`config.mk`:
```
export PLATFORM = sky130hd
export DESIGN_NAME = cprx_core
export DESIGN_NICKNAME = d
export VERILOG_FILES = /design/src/rtl/cprx_pkg.sv /design/src/rtl/cprx_fifo.sv /design/src/rtl/cprx_core.sv
export SDC_FILE = /design/constraint.sdc
export NUM_CORES = 1
export LEC_CHECK = 0
export ABC_AREA = 1
export BUFFER_PORTS_ARGS = -buffer_cell sky130_fd_sc_hd__buf_2
export CAP_MARGIN = 20
export CORE_MARGIN = 2
export CORE_UTILIZATION = 45
export CTS_BUF_LIST = sky130_fd_sc_hd__clkbuf_4 sky130_fd_sc_hd__clkbuf_8
export CTS_CLUSTER_DIAMETER = 50
export DETAILED_ROUTE_END_ITERATION = 6
export GPL_ROUTABILITY_DRIVEN = 1
export SLEW_MARGIN = 20
export SYNTH_ARGS = -nofsm -noshare
export SYNTH_HDL_FRONTEND = slang
export SYNTH_SLANG_ARGS = --single-unit
```
`constraint.sdc`:
```
create_clock -name clk -period 4.7 [get_ports clk]
set_input_delay 0.94 -clock clk [delete_from_list [all_inputs] [get_ports clk]]
set_output_delay 0.94 -clock clk [all_outputs]
set_load 0.1 [all_outputs]
```
`src/rtl/cprx_pkg.sv`:
```
package cprx_pkg;

   // Clock and symbol timing.
   localparam int CLK_PERIOD_NS = 20;
   localparam int TX_SYMB_PERIOD_NS = 80;
   localparam int TX_SYMB_DIV_CYC = (TX_SYMB_PERIOD_NS + CLK_PERIOD_NS - 1)
                                    / CLK_PERIOD_NS;
   localparam logic [3:0] TX_SYMB_DIV_LAST = 4'(TX_SYMB_DIV_CYC - 1);

   // Quinary symbol coding: three-bit two's complement, -2 to +2.
   localparam int SYMB_W = 3;
   localparam int PAIRS = 4;
   localparam int SYMB_VEC_W = SYMB_W * PAIRS;
   localparam logic [SYMB_W-1:0] SYMB_ZERO = 3'h0;

   // Receive octet path.
   localparam int OCTET_W = 8;
   localparam int FIFO_DEPTH = 16;

   // Side-stream descrambler: 33-bit shift register, two taps per role.
   localparam int LFSR_W = 33;
   localparam int LFSR_TAP_MASTER = 12;
   localparam int LFSR_TAP_SLAVE = 19;
   localparam logic [LFSR_W-1:0] LFSR_SEED = 33'h0_0000_0001;

   // Consecutive idle symbols that end carrier.
   localparam logic [1:0] CS_IDLE_SYMS = 2'h2;

   // Role encoding on the role configuration report.
   localparam logic ROLE_SLAVE = 1'b0;
   localparam logic ROLE_MASTER = 1'b1;

   typedef enum logic [2:0] {
      CPRX_CS_RESET = 3'b001,
      CPRX_CS_IDLE = 3'b010,
      CPRX_CS_CARRIER = 3'b100
   } cprx_cs_t;

endpackage : cprx_pkg

```
`src/rtl/cprx_fifo.sv`:
```
`timescale 1ns/1ns
module cprx_fifo #(
   parameter int WIDTH = 8,
   parameter int DEPTH = 16
) (
   // Clock and reset.
   input wire logic clk,
   input wire logic rst,
   // Filling side.
   input wire logic in_valid,
   output logic in_ready,
   input wire logic [WIDTH-1:0] in_data,
   // Draining side.
   output logic out_valid,
   input wire logic out_ready,
   output logic [WIDTH-1:0] out_data
);
   localparam int AW = $clog2(DEPTH);

   typedef struct packed {
      logic [AW-1:0] wr;
      logic [AW-1:0] rd;
      logic [AW:0] cnt;
   } cprx_fifo_st_t;

   cprx_fifo_st_t s_q, s_d;
   logic [WIDTH-1:0] mem [DEPTH];
   logic push, pop;

   assign in_ready = s_q.cnt != (AW+1)'(DEPTH);
   assign out_valid = s_q.cnt != '0;
   assign out_data = mem[s_q.rd];
   assign push = in_valid && in_ready;
   assign pop = out_valid && out_ready;

   always_comb begin
      s_d = s_q;
      if (push) begin
         s_d.wr = s_q.wr + 1'b1;
      end
      if (pop) begin
         s_d.rd = s_q.rd + 1'b1;
      end
      case ({push, pop})
         2'b10: s_d.cnt = s_q.cnt + 1'b1;
         2'b01: s_d.cnt = s_q.cnt - 1'b1;
         default: s_d.cnt = s_q.cnt;
      endcase
   end

   always_ff @(posedge clk or posedge rst) begin
      if (rst) begin
         s_q <= '0;
      end else begin
         s_q <= s_d;
      end
   end

   always_ff @(posedge clk) begin
      if (push) begin
         mem[s_q.wr] <= in_data;
      end
   end

endmodule : cprx_fifo

```
`src/rtl/cprx_core.sv`:
```
`timescale 1ns/1ns
// Behaviour
// RULE1: Descramble received data and deliver octets in order on rxd.
// RULE2: As master, descrambler uses the master generator polynomial.
// RULE3: As slave, descrambler uses the distinct slave generator polynomial.
// RULE4: Coding sublayer resets on power-on or management request.
// RULE5: Carrier sense tracks line activity and reports carrier.
// RULE6: Symbol tick is generated synchronously with the transmit clock.
// RULE7: Attachment resets on power-on, management or PHY control request.
// RULE8: Transmit continuously drives one quinary symbol per pair A to D.
// RULE9: All four pair transmitters share one transmit symbol clock.
// RULE10: Master role sources the transmit clock locally.
// RULE11: Slave role derives the transmit clock from the recovered clock.
// RULE12: Receive turns four pair signals into a reported symbol group.
// RULE13: Attachment continuously reports the role configuration.
// RULE14: Descrambler resets with coding; polynomial switches only when idle.
// RULE15: Receive octets and carrier follow a clock from recovered symbols.
module cprx_core
   import cprx_pkg::*;
(
   // Clock and reset.
   input wire logic clk,
   input wire logic rst,
   // Reset requests and role, from pins.
   input wire logic mgmt_reset_req,
   input wire logic phy_ctl_reset_req,
   input wire logic role_master_in,
   // Received pairs and recovered symbol clock, from pins.
   input wire logic recovered_symbol_clock,
   input wire logic [SYMB_W-1:0] rx_pair_a,
   input wire logic [SYMB_W-1:0] rx_pair_b,
   input wire logic [SYMB_W-1:0] rx_pair_c,
   input wire logic [SYMB_W-1:0] rx_pair_d,
   // Transmit symbol group from the encoder.
   input wire logic [SYMB_W-1:0] tx_symb_a,
   input wire logic [SYMB_W-1:0] tx_symb_b,
   input wire logic [SYMB_W-1:0] tx_symb_c,
   input wire logic [SYMB_W-1:0] tx_symb_d,
   // Line drive.
   output logic [SYMB_W-1:0] line_pair_a,
   output logic [SYMB_W-1:0] line_pair_b,
   output logic [SYMB_W-1:0] line_pair_c,
   output logic [SYMB_W-1:0] line_pair_d,
   output logic transmit_symbol_clock,
   output logic symbol_tick,
   // Reports to the coding sublayer.
   output logic role_config_report,
   output logic received_symbol_valid,
   output logic [SYMB_VEC_W-1:0] received_symbol_report,
   output logic coding_reset_active,
   output logic attachment_reset_active,
   // GMII receive side.
   output logic gmii_rx_clk,
   output logic [OCTET_W-1:0] gmii_rxd,
   output logic gmii_rx_dv,
   output logic gmii_crs,
   input wire logic rx_out_ready,
   output logic rx_overrun
);

   typedef struct packed {
      logic [1:0] mgmt_s;
      logic [1:0] ctl_s;
      logic [1:0] role_s;
      logic [1:0] rclk_s;
      logic rclk_prev;
      logic [SYMB_VEC_W-1:0] sym_s0;
      logic [SYMB_VEC_W-1:0] sym_s1;
      logic role_rep;
      logic role_sel;
      logic [3:0] div;
      logic txclk;
      logic [SYMB_VEC_W-1:0] pairs;
      logic [LFSR_W-1:0] lfsr;
      logic pend;
      logic [OCTET_W-1:0] pend_data;
      cprx_cs_t cs;
      logic [1:0] idle_cnt;
      logic rxclk;
      logic rep_valid;
      logic [SYMB_VEC_W-1:0] rep;
      logic [OCTET_W-1:0] rxd;
      logic rxdv;
      logic overrun;
   } cprx_st_t;

   cprx_st_t s_q, s_d;

   logic coding_rst, attach_rst, rx_edge, tick, line_idle;
   logic fifo_in_ready, fifo_out_valid, fifo_pop;
   logic [OCTET_W-1:0] fifo_out_data, rx_octet;
   logic [LFSR_W-1:0] lfsr_next;
   logic [OCTET_W-1:0] scr_byte;

   // Advances the descrambler eight steps; the tap follows the role.
   function automatic logic [LFSR_W+OCTET_W-1:0] lfsr_step8(
      input logic [LFSR_W-1:0] st, input logic master);
      logic [LFSR_W-1:0] v;
      logic [OCTET_W-1:0] o;
      logic fb;
      v = st;
      o = '0;
      for (int i = 0; i < OCTET_W; i++) begin
         fb = v[LFSR_W-1] ^ (master ? v[LFSR_TAP_MASTER] : v[LFSR_TAP_SLAVE]);
         o[i] = fb;
         v = {v[LFSR_W-2:0], fb};
      end
      return {v, o};
   endfunction : lfsr_step8

   // Maps one nonzero quinary symbol onto two data bits.
   function automatic logic [1:0] symb_bits(input logic [SYMB_W-1:0] v);
      logic mag2;
      mag2 = (v == 3'h2) || (v == 3'h6);
      return {v[SYMB_W-1], mag2};
   endfunction : symb_bits

   assign coding_rst = s_q.mgmt_s[1];
   assign attach_rst = s_q.mgmt_s[1] || s_q.ctl_s[1];
   assign rx_edge = s_q.rclk_s[1] && !s_q.rclk_prev;
   assign line_idle = s_q.sym_s1 == '0;
   assign {lfsr_next, scr_byte} = lfsr_step8(s_q.lfsr, s_q.role_sel);
   assign rx_octet = {symb_bits(s_q.sym_s1[11:9]), symb_bits(s_q.sym_s1[8:6]),
                      symb_bits(s_q.sym_s1[5:3]), symb_bits(s_q.sym_s1[2:0])}
                     ^ scr_byte;
   assign fifo_pop = fifo_out_valid && rx_out_ready;

   // RULE6 tick from clock source
   // RULE10 local divider as master
   // RULE11 recovered edge as slave
   assign tick = !attach_rst && ((s_q.role_rep == ROLE_MASTER)
                              ? (s_q.div == '0) : rx_edge);

   always_comb begin
      s_d = s_q;
      s_d.mgmt_s = {s_q.mgmt_s[0], mgmt_reset_req};
      s_d.ctl_s = {s_q.ctl_s[0], phy_ctl_reset_req};
      s_d.role_s = {s_q.role_s[0], role_master_in};
      s_d.rclk_s = {s_q.rclk_s[0], recovered_symbol_clock};
      s_d.rclk_prev = s_q.rclk_s[1];
      s_d.sym_s0 = {rx_pair_a, rx_pair_b, rx_pair_c, rx_pair_d};
      s_d.sym_s1 = s_q.sym_s0;
      // RULE13 continuous role report
      s_d.role_rep = s_q.role_s[1];
      s_d.rep_valid = 1'b0;
      s_d.rxdv = 1'b0;

      // RULE7 attachment reset
      if (attach_rst) begin
         s_d.div = TX_SYMB_DIV_LAST;
         s_d.txclk = 1'b0;
         s_d.pairs = '0;
      end else begin
         s_d.div = (s_q.div == '0) ? TX_SYMB_DIV_LAST : s_q.div - 1'b1;
         // RULE8 continuous per pair drive
         // RULE9 one common tick
         if (tick) begin
            s_d.txclk = !s_q.txclk;
            s_d.pairs = {tx_symb_a, tx_symb_b, tx_symb_c, tx_symb_d};
         end
         // RULE12 received symbol group
         if (rx_edge) begin
            s_d.rep_valid = 1'b1;
            s_d.rep = s_q.sym_s1;
         end
      end

      // RULE4 coding reset
      // RULE14 descrambler reset with coding
      if (coding_rst) begin
         s_d.cs = CPRX_CS_RESET;
         s_d.lfsr = LFSR_SEED;
         s_d.pend = 1'b0;
         s_d.idle_cnt = '0;
         s_d.overrun = 1'b0;
         s_d.role_sel = s_q.role_rep;
      end else begin
         // RULE14 switch only when not carrying
         if (s_q.cs != CPRX_CS_CARRIER) begin
            s_d.role_sel = s_q.role_rep;
         end
         if (s_q.pend && fifo_in_ready) begin
            s_d.pend = 1'b0;
         end
         if (rx_edge) begin
            // RULE15 receive clock from recovered symbols
            s_d.rxclk = !s_q.rxclk;
            // RULE2 master polynomial
            // RULE3 slave polynomial
            s_d.lfsr = lfsr_next;
            // RULE5 carrier sense process
            case (s_q.cs)
               CPRX_CS_RESET: s_d.cs = CPRX_CS_IDLE;
               CPRX_CS_IDLE: begin
                  s_d.idle_cnt = '0;
                  if (!line_idle) begin
                     s_d.cs = CPRX_CS_CARRIER;
                  end
               end
               CPRX_CS_CARRIER: begin
                  if (!line_idle) begin
                     s_d.idle_cnt = '0;
                  end else if (s_q.idle_cnt == CS_IDLE_SYMS - 1'b1) begin
                     s_d.cs = CPRX_CS_IDLE;
                     s_d.idle_cnt = '0;
                  end else begin
                     s_d.idle_cnt = s_q.idle_cnt + 1'b1;
                  end
               end
               default: s_d.cs = CPRX_CS_RESET;
            endcase
            // RULE1 descrambled octet queued in order
            if (s_q.cs == CPRX_CS_CARRIER && !line_idle) begin
               if (s_q.pend && !fifo_in_ready) begin
                  s_d.overrun = 1'b1;
               end else begin
                  s_d.pend = 1'b1;
                  s_d.pend_data = rx_octet;
               end
            end
         end
      end

      // RULE1 octet to GMII
      if (fifo_pop) begin
         s_d.rxd = fifo_out_data;
         s_d.rxdv = 1'b1;
      end
   end

   always_ff @(posedge clk or posedge rst) begin
      if (rst) begin
         s_q <= '0;
         s_q.cs <= CPRX_CS_RESET;
         s_q.lfsr <= LFSR_SEED;
         s_q.div <= TX_SYMB_DIV_LAST;
      end else begin
         s_q <= s_d;
      end
   end

   // The octet queue absorbs bursts while the GMII consumer stalls.
   cprx_fifo #(
      .WIDTH(OCTET_W),
      .DEPTH(FIFO_DEPTH)
   ) u_fifo (
      .clk(clk),
      .rst(rst || coding_rst),
      .in_valid(s_q.pend),
      .in_ready(fifo_in_ready),
      .in_data(s_q.pend_data),
      .out_valid(fifo_out_valid),
      .out_ready(rx_out_ready),
      .out_data(fifo_out_data)
   );

   assign {line_pair_a, line_pair_b, line_pair_c, line_pair_d} = s_q.pairs;
   assign transmit_symbol_clock = s_q.txclk;
   assign symbol_tick = tick;
   assign role_config_report = s_q.role_rep;
   assign received_symbol_valid = s_q.rep_valid;
   assign received_symbol_report = s_q.rep;
   assign coding_reset_active = coding_rst;
   assign attachment_reset_active = attach_rst;
   assign gmii_rx_clk = s_q.rxclk;
   assign gmii_rxd = s_q.rxd;
   assign gmii_rx_dv = s_q.rxdv;
   assign gmii_crs = s_q.cs == CPRX_CS_CARRIER;
   assign rx_overrun = s_q.overrun;
endmodule : cprx_core

```
---- Word-level counts from Yosys, hierarchy flattened ----
Memories as Yosys holds them, arrays and structs flattened. A register that Yosys moved wholly into a read port is not among the register bits.
Index checks and enable logic that the tools add are counted.
storage, ports and cells
  register bits ........................... 128
  logic and storage cells ................. 134
  memories kept ........................... 1
  memory bits (writable) .................. 128
  output and inout bits ................... 42
  bits of input ports ..................... 31
cells by class
  bitwise operators ....................... 12
  muxes and demuxes ....................... 37
  eq/ne operators ......................... 19
  $add $sub $neg .......................... 6
  reduce and logical (&&, ||, !) cells .... 34
memory list
  memory      depth  width  read ports  clocked after Yosys merged registers in  write ports  line             text
  u_fifo.mem  16     8      1           1                                        1            cprx_fifo.sv:27  logic [WIDTH-1:0] mem [DEPTH];
operators by type and width
  operator                                                number
  two-way mux 48 bit                                      1
  two-way mux 13 bit                                      3
  two-way mux 34 bit                                      1
  two-way mux 1 bit                                       19
  two-way mux 9 bit                                       2
  two-way mux 17 bit                                      1
  == test 3 x 2 -> 1 bit (second input constant)          5
  == test 3 bit (second input constant)                   5
  zero test 12 bit                                        1
  nonzero test 2 bit                                      6
  case mux 5 bit (2 select lines)                         1
  two-way mux 3 bit                                       3
  case mux 3 bit (3 select lines)                         1
  adder 4 x 1 -> 4 bit (second input constant)            2
  AND reduction 4 bit                                     2
  XOR 1 bit                                               8
  XOR 8 bit                                               1
  logical AND 1 bit                                       6
  zero test 1 bit                                         6
  logical OR 1 bit                                        6
  inequality test 3 x 1 -> 1 bit (second input constant)  2
  inequality test 3 bit (second input constant)           2
  AND reduction 2 bit                                     3
  adder 5 x 1 -> 5 bit (second input constant)            1
  16 further kinds                                        20

---- Depth between registers and ports, before layout ----
Gate-level depths: netlist of run 1.
  word-level depth ........................ 7
  mapped depth ............................ 15
  gate-level depth less buffers ........... 14

---- Modules after synthesis ----
A second synthesis of run 1 with hierarchy kept.
unflattened totals
  cell total of the unflattened synthesis .. 1,150
  area, all modules ....................... 11,295.8 um2
modules (own cells, without submodules)
  module     area each (um2)  seq. area each (um2)  cells each  times used
  cprx_fifo  6,228.5          4,169.0               621         1
  cprx_core  5,067.4          3,083.0               529         1

---- Least setup slack after synthesis of run 1 ----
Ideal clock, no wire load.
  path kind ............................... reg2out
  start ................................... reg s_q (netlist bit coding_reset_active)
  end ..................................... out symbol_tick
  cell stages (with the launch flop) ...... 6
  data required time ...................... 3.760 ns
  data arrival time ....................... 1.980 ns
  slack ................................... 1.780 ns
  cells stage by stage .................... dfrtp_1 > buf_6 > nor2_4 > inv_2 > a21oi_2 > buf_4
on the way
  cells in the longest elaborated chain, start to end .. 3
RTL lines
  what                         line              text
  start, declared              cprx_core.sv:87   cprx_st_t s_q, s_d;
  logical OR 1 bit             cprx_core.sv:119  assign attach_rst = s_q.mgmt_s[1] || s_q.ctl_s[1];
  via attachment_reset_active  cprx_core.sv:51   output logic attachment_reset_active,
  zero test 1 bit              cprx_core.sv:131  assign tick = !attach_rst && ((s_q.role_rep == ROLE_MASTER)
  logical AND 1 bit            cprx_core.sv:131
  end, declared                cprx_core.sv:45   output logic symbol_tick,
The timed path passes the listed nets, and every way through them passes these cells.

---- Worst setup path after layout of run 1 ----
  start ................................... reg s_q[84] (netlist name)
  end ..................................... out symbol_tick
on the way
  cells in the longest elaborated chain, start to end .. 3
RTL lines
  what               line              text
  zero test 4 bit    cprx_core.sv:132  ? (s_q.div == '0) : rx_edge);
  two-way mux 1 bit  cprx_core.sv:132
  logical AND 1 bit  cprx_core.sv:131
Every way passes these cells.

==> results of run 1 <==
layer usage:
layer / vias to the layer above / part of all wire (%) / GRT usage, %
met3: 46 / 5.0 / 3.20
met5: - / 0 / 0
li1: 3759 / - / -
met1: 3552 / 44 / 23.6
met4: 0 / 2.6 / 6.19
met2: 151 / 49 / 30.8
worst reg2reg max path: cells and delay by family, from the launching register on:
family,cells,cell delay [ns]
flip-flops,1,0.42
adder cells (fa/ha/maj),2,0.54
XOR/XNOR,2,0.33
buffers and inverters,2,0.22
AND/OR/NAND/NOR,8,0.85
registers in the layout, indices dropped and copies added, names as in the netlist, 8 cells and up:
name	count
u_fifo.mem	128
u_fifo.s_q	13
s_q	41
received_symbol_report	12
lfsr_next	25
gmii_rxd	8
s_d	18
path summary, 6_finish.rpt:
path                       slack, ns          start  cells past startpoint       endpoint
setup / recovery                1.55        s_q[84]                      8    symbol_tick
hold / removal                  0.35        s_d[95]                      0        s_q[95]
setup reg to reg                2.25  u_fifo.s_q[1]                     14  u_fifo.s_q[4]
hold reg to reg                 0.35        s_d[95]                      0        s_q[95]
max in group asynchronous       3.18            rst                      3        s_q[97]
min in group asynchronous       0.51            rst                      3  u_fifo.s_q[4]
Yosys cell counts (all sizes together):
library cell and n:
nor3 1, nor2 44, o22ai 32, o21ai 48, dfstp 4, nand3b 5, ha 11, o21bai 1
clkbuf 2, and2 1, nor4 1, buf 70, or2 2, nand2 339, a21oi 5, dfrtp 132
a21boi 1, edfxtp 128, inv 194, nand4 4, nand3 116, xnor2 2, clkinv 2, xor2 10
logic make-up after synthesis:
kind of cell    after synthesis  share of synthesized area [%]
fa+ha+maj                    11                           1.21
simple gates                513                           18.8
xor+xnor                     12                          0.921
compound gates               87                           4.54
buf+inv                     268                           11.0
flops                       264                           63.5
where the power goes:
group          switching [W]  internal, W  total [W]
combinational        0.00138     0.000426    0.00180
sequential          0.000124      0.00254    0.00267
clock               0.000889      0.00113    0.00202
total                0.00239      0.00410    0.00649
per-stage QoR:
stage / total power (W) / instance area [um2] / util (%)
2_1_floorplan: 0.00422 / 11400 / -
6_report: 0.00649 / 12600 / 50.4
5_1_grt: 0.00682 / 12600 / 50.4
4_1_cts: 0.00656 / 12600 / 50.4
3_5_place_dp: 0.00452 / 11700 / 46.9
3_3_place_gp: 0.00451 / 11700 / 46.9
placed cells by master (no fill, tap or decap), types with 3 or more instances in the layout:
cell type and n:
nand3_1 116, clkinv_2 3, o21ai_2 9, o21ai_1 9
clkbuf_4 17, ha_1 11, dfrtp_1 131, edfxtp_1 128
nand3b_1 5, a21oi_1 4, o22ai_1 32, nor2_1 39
nand2_1 337, dfstp_2 4, clkinv_1 8, clkbuf_8 48
inv_2 6, xor2_1 10, nor2_4 3, buf_4 9
nand4_1 4, buf_2 72, o21ai_0 30, inv_1 187
layout make-up:
type	instances	area, um2	area share, %
timing repair buffer	81	428	3.39
inverter	196	738	5.85
sequential	264	7250	57.5
multi-input combinational	623	2900	23.0
tap	330	413	3.27
clock buffer	65	788	6.25
clock inverter	13	95.1	0.754
==> impl_metrics.yaml, run 1 <==
run_status:
  run_status: "complete, no violations"
critical_path:
  slowest_stage: "buf_2"
  slowest_delay_ns: 0.45
  crit_fanout: 14
  required_ns: 3.76
  cp_top_family: "buffers and inverters"
  critPathBufInv: 3
  cp.arrival_ns: 2.21
  crit_top_cell: "nand2_1"
  cp-start-kind: "flop"
  critical_path_class: "reg2out"
  worstPathCellList: "inv_1, ha_1, nand2_1, nor2_1, nand2_1, a21oi_2, buf_4, buf_2"
  end_kind: "output pin"
logic_synthesis:
  yosys_register_bits: 264
  synth_top_area_share_pct: 33.7
  yosysSeqAreaShare_pct: 63.5
  synthCells: 1155
  synth_area_um2: 11400
  yosysWarnings: 0
  syn-num-nets: 1197
  synth_top_area_cell: "edfxtp_1"
  syn_area_per_cell_um2: 9.88
  synthTopCellsByArea: "edfxtp_1 (34%), dfrtp_1 (29%), nand2_1 (11%), inv_1 (6.2%), nand3_1 (5.1%)"
  yosysUniqueCellTypes: 35
grt:
  grt_max_degree: 69
  grt_usage_pct: 18.1
  antenna_found_initial: 0
  grt_pass1_wl_um: 37800
  grt_pass1_vias: 7334
  gr-total-overflow: 0
drt:
  dr.pass1.iters: 5
  drt_wl_total_um: 23600
  drt_iter0_markers: 547
  vias_per_cell: 4.78
  ant_nets: 0
  drc: 0
  via_count: 7508
  wl_per_cell_um: 15.0
cells_and_area:
  area_growth_pct: 10.6
  drive_gt1_share_pct: 14.7
  antenna_cells: 0
  nets: 1252
  fill_cells: 2312
  layout.cells.non_filler: 1572
placement:
  dp.cells: 1494
  placement.io_buffers: 72
  dp_slack_ns: 1.97
  hpwl_um: 14900
  place_congestion: 0.795
timing:
  relSlewSlack_pct: 43.0
  setup_violations: 0
  setup_ws_ns: 1.55
  finalSetupTns_ns: 0
  max_freq_mhz: 318
  skew_ns: 0.0251
  fin_hold_ws_ns: 0.345
  worst_pin_slew_ns: 0.855
  min_period_over_period_pct: 67.0
  hold_violations: 0
  period_needed_ns: 3.15
  rsz0062_at_grt: "no"
  drv_slew: 0
die:
  num_rows: 58
  coreArea_um2: 25000
  start_util_pct: 45.6
  die_y_um: 163
  ios: 73
  dieArea_um2: 26700
  die_w_um: 163
cts:
  cts_sinks: 264
  cts_post_setup_buffers_inserted: 0
  cts_tree: "done"
  postCtsHoldBufs: 0
  h-tree-depth: 2
  cts_root_buf: "clkbuf_8"
  cts_buffers: 44
  clockBufferDepth: 3
  clkLatencyLatePin_ns: 0.56
  clkTransAtPathRegs_ns: 0.06
  cts_resized: 0
min_path:
  min_path_type: "reg2reg"
pwr:
  power.leakage_nw: 6.07
  ir_drop_uv: 315
  powerDensity_nw_per_um2: 514
flow_run:
  maxCapViolCount: 0
Power figures use the tool's default switching activity.
==> run 2: changes to the inputs <==
clock period = 2.9 ns   (was 4.7 ns; I/O delays follow)
==> impl_metrics.yaml, run 2 (synthesis results as in run 1) <==
grt:
  grt_usage_pct: 18.2
  antenna_found_initial: 0
  grt_max_degree: 67
  grt_pass1_vias: 7379
  grt_pass1_wl_um: 37900
  gr-total-overflow: 0
drt:
  drt_wl_total_um: 23500
  via_count: 7571
  vias_per_cell: 4.79
  ant_nets: 0
  drt_iter0_markers: 467
  wl_per_cell_um: 14.9
  drc: 0
  dr.pass1.iters: 7
critical_path:
  slowest_delay_ns: 0.45
  required_ns: 2.32
  cp.arrival_ns: 1.99
  cp.depth: 7
  slowest_stage: "buf_2"
  critPathBufInv: 2
  r2r-start: "u_fifo.s_q[1]"
  crit_top_cell: "nand2_1"
  cp-start-kind: "flop"
  end_kind: "output pin"
  crit_fanout: 3
  rrSetupSlack_ns: 0.43
  reg2reg_to: "u_fifo.s_q[4]"
  rr_worst_depth: 14
  worstPathCellList: "inv_1, ha_1, nand2_1, nor2_1, nand2_1, a21oi_2, buf_2"
  critical_path_class: "reg2out"
  cp_top_family: "buffers and inverters"
timing:
  drv_slew: 0
  period_needed_ns: 2.57
  max_freq_mhz: 389
  worst_pin_slew_ns: 0.815
  relSlewSlack_pct: 45.4
  rsz0062_at_grt: "no"
  min_period_over_period_pct: 88.8
  finalSetupTns_ns: 0
  hold_violations: 0
  skew_ns: 0.0200
  setup_violations: 0
  setup_ws_ns: 0.326
pwr:
  power.leakage_nw: 6.13
  power_frac_comb_pct: 28.1
  p_sw_share_pct: 36.4
  clkPwrFrac_pct: 31.7
  powerDensity_nw_per_um2: 838
  p_int_w: 0.00680
  ir_drop_uv: 474
  power_frac_seq_pct: 40.3
  p_switching_w: 0.00389
cells_and_area:
  fin_area_um2: 12700
  drive_gt1_share_pct: 15.5
  regMostFlops: "u_fifo.mem"
  area_growth_pct: 11.7
  largest_reg_flops: 128
  nets: 1259
  antenna_cells: 0
  layout_commonest_cell: "nand2_1"
  layout_common_cells: "nand2_1 (338), inv_1 (187), dfrtp_1 (131)"
cts:
  cts_root_buf: "clkbuf_8"
  cts_tree: "done"
  cts_buffers: 44
  clkLatencyLatePin_ns: 0.54
  clockBufferDepth: 3
  cts_resized: 0
  h-tree-depth: 2
  postCtsHoldBufs: 0
  clkTransAtPathRegs_ns: 0.07
  cts_sinks: 264
  cts_post_setup_buffers_inserted: 0
die:
  start_util_pct: 45.6
  dieArea_um2: 26700
  die_y_um: 163
  coreArea_um2: 25000
  ios: 73
  die_w_um: 163
  num_rows: 58
flow_run:
  maxCapViolCount: 0
min_path:
  min_path_type: "in2async"
placement:
  placement.io_buffers: 72
  place_congestion: 0.789
  placed_cell_area_um2: 11800
  dp_slack_ns: 0.463
  hpwl_um: 15100
run_status:
  run_status: "complete, no violations"
run 2: cell types whose count changed in the layout (fill, tap and decap cells not counted), moves of 2 or more:
cell / before / now
buf_12: 0 / 3
clkinvlp_4: 1 / 4
clkinv_2: 3 / 5
clkinv_1: 8 / 4
buf_4: 9 / 13
clkbuf_4: 17 / 15
run 2: worst max path at each step:
| stage | start | endpoint |
|---|---|---|
| finish | s_q[84] | symbol_tick |
| global route | u_fifo.s_q[1] | u_fifo.s_q[4] |
| CTS | s_q[84] | symbol_tick |
| detailed placement | u_fifo.s_q[1] | u_fifo.s_q[4] |
| global placement | u_fifo.s_q[1] | u_fifo.s_q[4] |
| floorplan | coding_reset_active | symbol_tick |
run 2: stage by stage:
stage / hold slack [ns] / utilization [%] / power, W / std cells
6_report: 0.0943 / 50.9 / 0.0107 / 1579
5_1_grt: 0.103 / 50.9 / 0.0113 / 1579
4_1_cts: 0.0829 / 50.9 / 0.0108 / 1579
3_5_place_dp: 0.335 / 47.2 / 0.00740 / 1501
3_3_place_gp: 0.332 / 47.2 / 0.00738 / 1501
2_1_floorplan: 0.331 / - / 0.00685 / 1155
run 2: power by group through the flow:
stage	clock network (W)	logic, W	registers, W
finish	0.00338	0.00300	0.00430
global route	0.00366	0.00329	0.00433
CTS	0.00348	0.00304	0.00431
detailed placement	0	0.00303	0.00438
global placement	0	0.00301	0.00438
floorplan	0	0.00243	0.00442
run 2: per-layer routing:
metal  routed length, um  part of all wire (%)  global-route usage [%]  vias to the layer above
met3                1070                   4.5                    3.28                       41
met2               11500                    49                    31.1                      172
met5                   0                     0                       0                        -
met1               10300                    44                    23.2                     3590
li1                    -                     -                       -                     3768
met4                 658                   2.8                    6.92                        0
run 2: layout make-up:
class                           instances  area, um2
Sequential cell                       264       7250
Clock buffer                           64        787
Fill cell                            2348      12300
Multi-Input combinational cell        623       2900
Tap cell                              330        413
Inverter                              196        739
Timing Repair Buffer                   88        518
Clock inverter                         14        135
run 2: worst reg2reg max path, delay by kind of cell (launching register included):
kind	cells	cell delay, ns
AND/OR/NAND/NOR	8	0.89
adder cells (fa/ha/maj)	2	0.53
flip-flops	1	0.42
XOR/XNOR	2	0.33
buffers and inverters	2	0.21
==> run 3: changes to the inputs <==
CORE_ASPECT_RATIO = 1.75   (was not set)
==> impl_metrics.yaml, run 3 (synthesis results as in run 1) <==
drt:
  drt_iter0_markers: 334
  via_count: 7518
  vias_per_cell: 4.82
  ant_nets: 0
  wl_per_cell_um: 15.5
  drc: 0
  dr.pass1.iters: 5
  drt_wl_total_um: 24100
cells_and_area:
  fin_area_um2: 12600
  antenna_cells: 0
  largest_reg_flops: 128
  fill_cells: 2307
  nets: 1256
  drive_gt1_share_pct: 14.7
  regMostFlops: "u_fifo.mem"
  layout_commonest_cell: "nand2_1"
  layout_common_cells: "nand2_1 (338), inv_1 (187), dfrtp_1 (131)"
  area_growth_pct: 10.8
die:
  start_util_pct: 45.4
  die_y_um: 215
  dieArea_um2: 26700
  coreArea_um2: 25100
  die_w_um: 124
  num_rows: 77
  ios: 73
critical_path:
  cp_top_family: "buffers and inverters"
  cp.arrival_ns: 2.01
  cp-start-kind: "flop"
  slowest_delay_ns: 0.45
  end_kind: "output pin"
  critPathBufInv: 2
  worstPathCellList: "inv_1, ha_1, nand2_1, nor2_1, nand2_1, a21oi_2, buf_2"
  crit_fanout: 3
  required_ns: 2.32
  slowest_stage: "buf_2"
  critical_path_class: "reg2out"
  crit_top_cell: "nand2_1"
timing:
  setup_violations: 0
  max_freq_mhz: 385
  rsz0062_at_grt: "no"
  period_needed_ns: 2.59
  worst_pin_slew_ns: 0.771
  drv_slew: 0
  relSlewSlack_pct: 48.6
  hold_violations: 0
  min_period_over_period_pct: 89.5
  finalSetupTns_ns: 0
  skew_ns: 0.0198
  setup_ws_ns: 0.305
cts:
  cts_tree: "done"
  cts_buffers: 38
  cts_root_buf: "clkbuf_8"
  clockBufferDepth: 3
  cts_sinks: 264
  cts_post_setup_buffers_inserted: 0
  h-tree-depth: 2
  clkTransAtPathRegs_ns: 0.06
  cts_resized: 0
  postCtsHoldBufs: 1
  clkLatencyLatePin_ns: 0.53
grt:
  gr-total-overflow: 0
  grt_max_degree: 40
  grt_pass1_vias: 7679
  grt_usage_pct: 18.3
  grt_pass1_wl_um: 38700
  antenna_found_initial: 0
pwr:
  p_int_w: 0.00661
  p_sw_share_pct: 36.7
  power.total_w: 0.0104
  power_frac_seq_pct: 41.1
  ir_drop_uv: 611
  power_frac_comb_pct: 29.2
  power.leakage_nw: 6.09
  clkPwrFrac_pct: 29.7
  p_switching_w: 0.00383
  powerDensity_nw_per_um2: 826
placement:
  placed_cell_area_um2: 11800
  place_congestion: 0.831
  dp_slack_ns: 0.513
  placement.io_buffers: 72
  hpwl_um: 16700
run_status:
  run_status: "complete, no violations"
flow_run:
  maxCapViolCount: 0
min_path:
  min_path_type: "in2reg"
[run 3: worst paths after layout]
path | from | endpoint | slack, ns | depth (start not counted)
hold reg to reg | s_d[96] | s_q[96] | 0.34 | 0
max in group asynchronous | rst | s_q[84] | 1.70 | 4
hold / removal | rx_pair_b[2] | s_d[98] | 0.15 | 1
min in group asynchronous | rst | rx_overrun | 0.57 | 3
setup reg to reg | u_fifo.s_q[1] | u_fifo.s_q[4] | 0.50 | 14
setup / recovery | s_q[84] | symbol_tick | 0.31 | 7
[run 3: layer usage]
metal | wire length, um | GRT usage (%) | vias up
met1 | 8750 | 18.4 | 3536
met5 | 0 | 0 | -
met3 | 836 | 2.47 | 65
li1 | - | - | 3758
met4 | 1180 | 9.70 | 0
met2 | 13400 | 35.8 | 159
[run 3: cell type report]
class / count / area, um2 / share of cell area [%]
clock buffer: 56 / 708 / 5.60
clock inverter: 14 / 115 / 0.910
inverter: 196 / 739 / 5.85
multi-input combinational: 623 / 2900 / 22.9
sequential: 264 / 7250 / 57.4
tap: 316 / 395 / 3.13
timing repair buffer: 91 / 531 / 4.20
[run 3: stage by stage]
step | std cells | utilization, % | hold slack, ns
after floorplan | 1155 | - | 0.331
after CTS | 1560 | 50.3 | 0.106
after global placement | 1489 | 47.0 | 0.332
after global routing | 1560 | 50.3 | 0.127
after detailed placement | 1489 | 47.0 | 0.336
final | 1560 | 50.3 | 0.147
[run 3: power by group through the flow]
stage               Clock (W)  Sequential [W]  Combinational, W
floorplan                   0         0.00442           0.00243
global placement            0         0.00436           0.00303
detailed placement          0         0.00437           0.00306
CTS                   0.00321         0.00430           0.00307
global route          0.00333         0.00432           0.00332
finish                0.00310         0.00430           0.00305
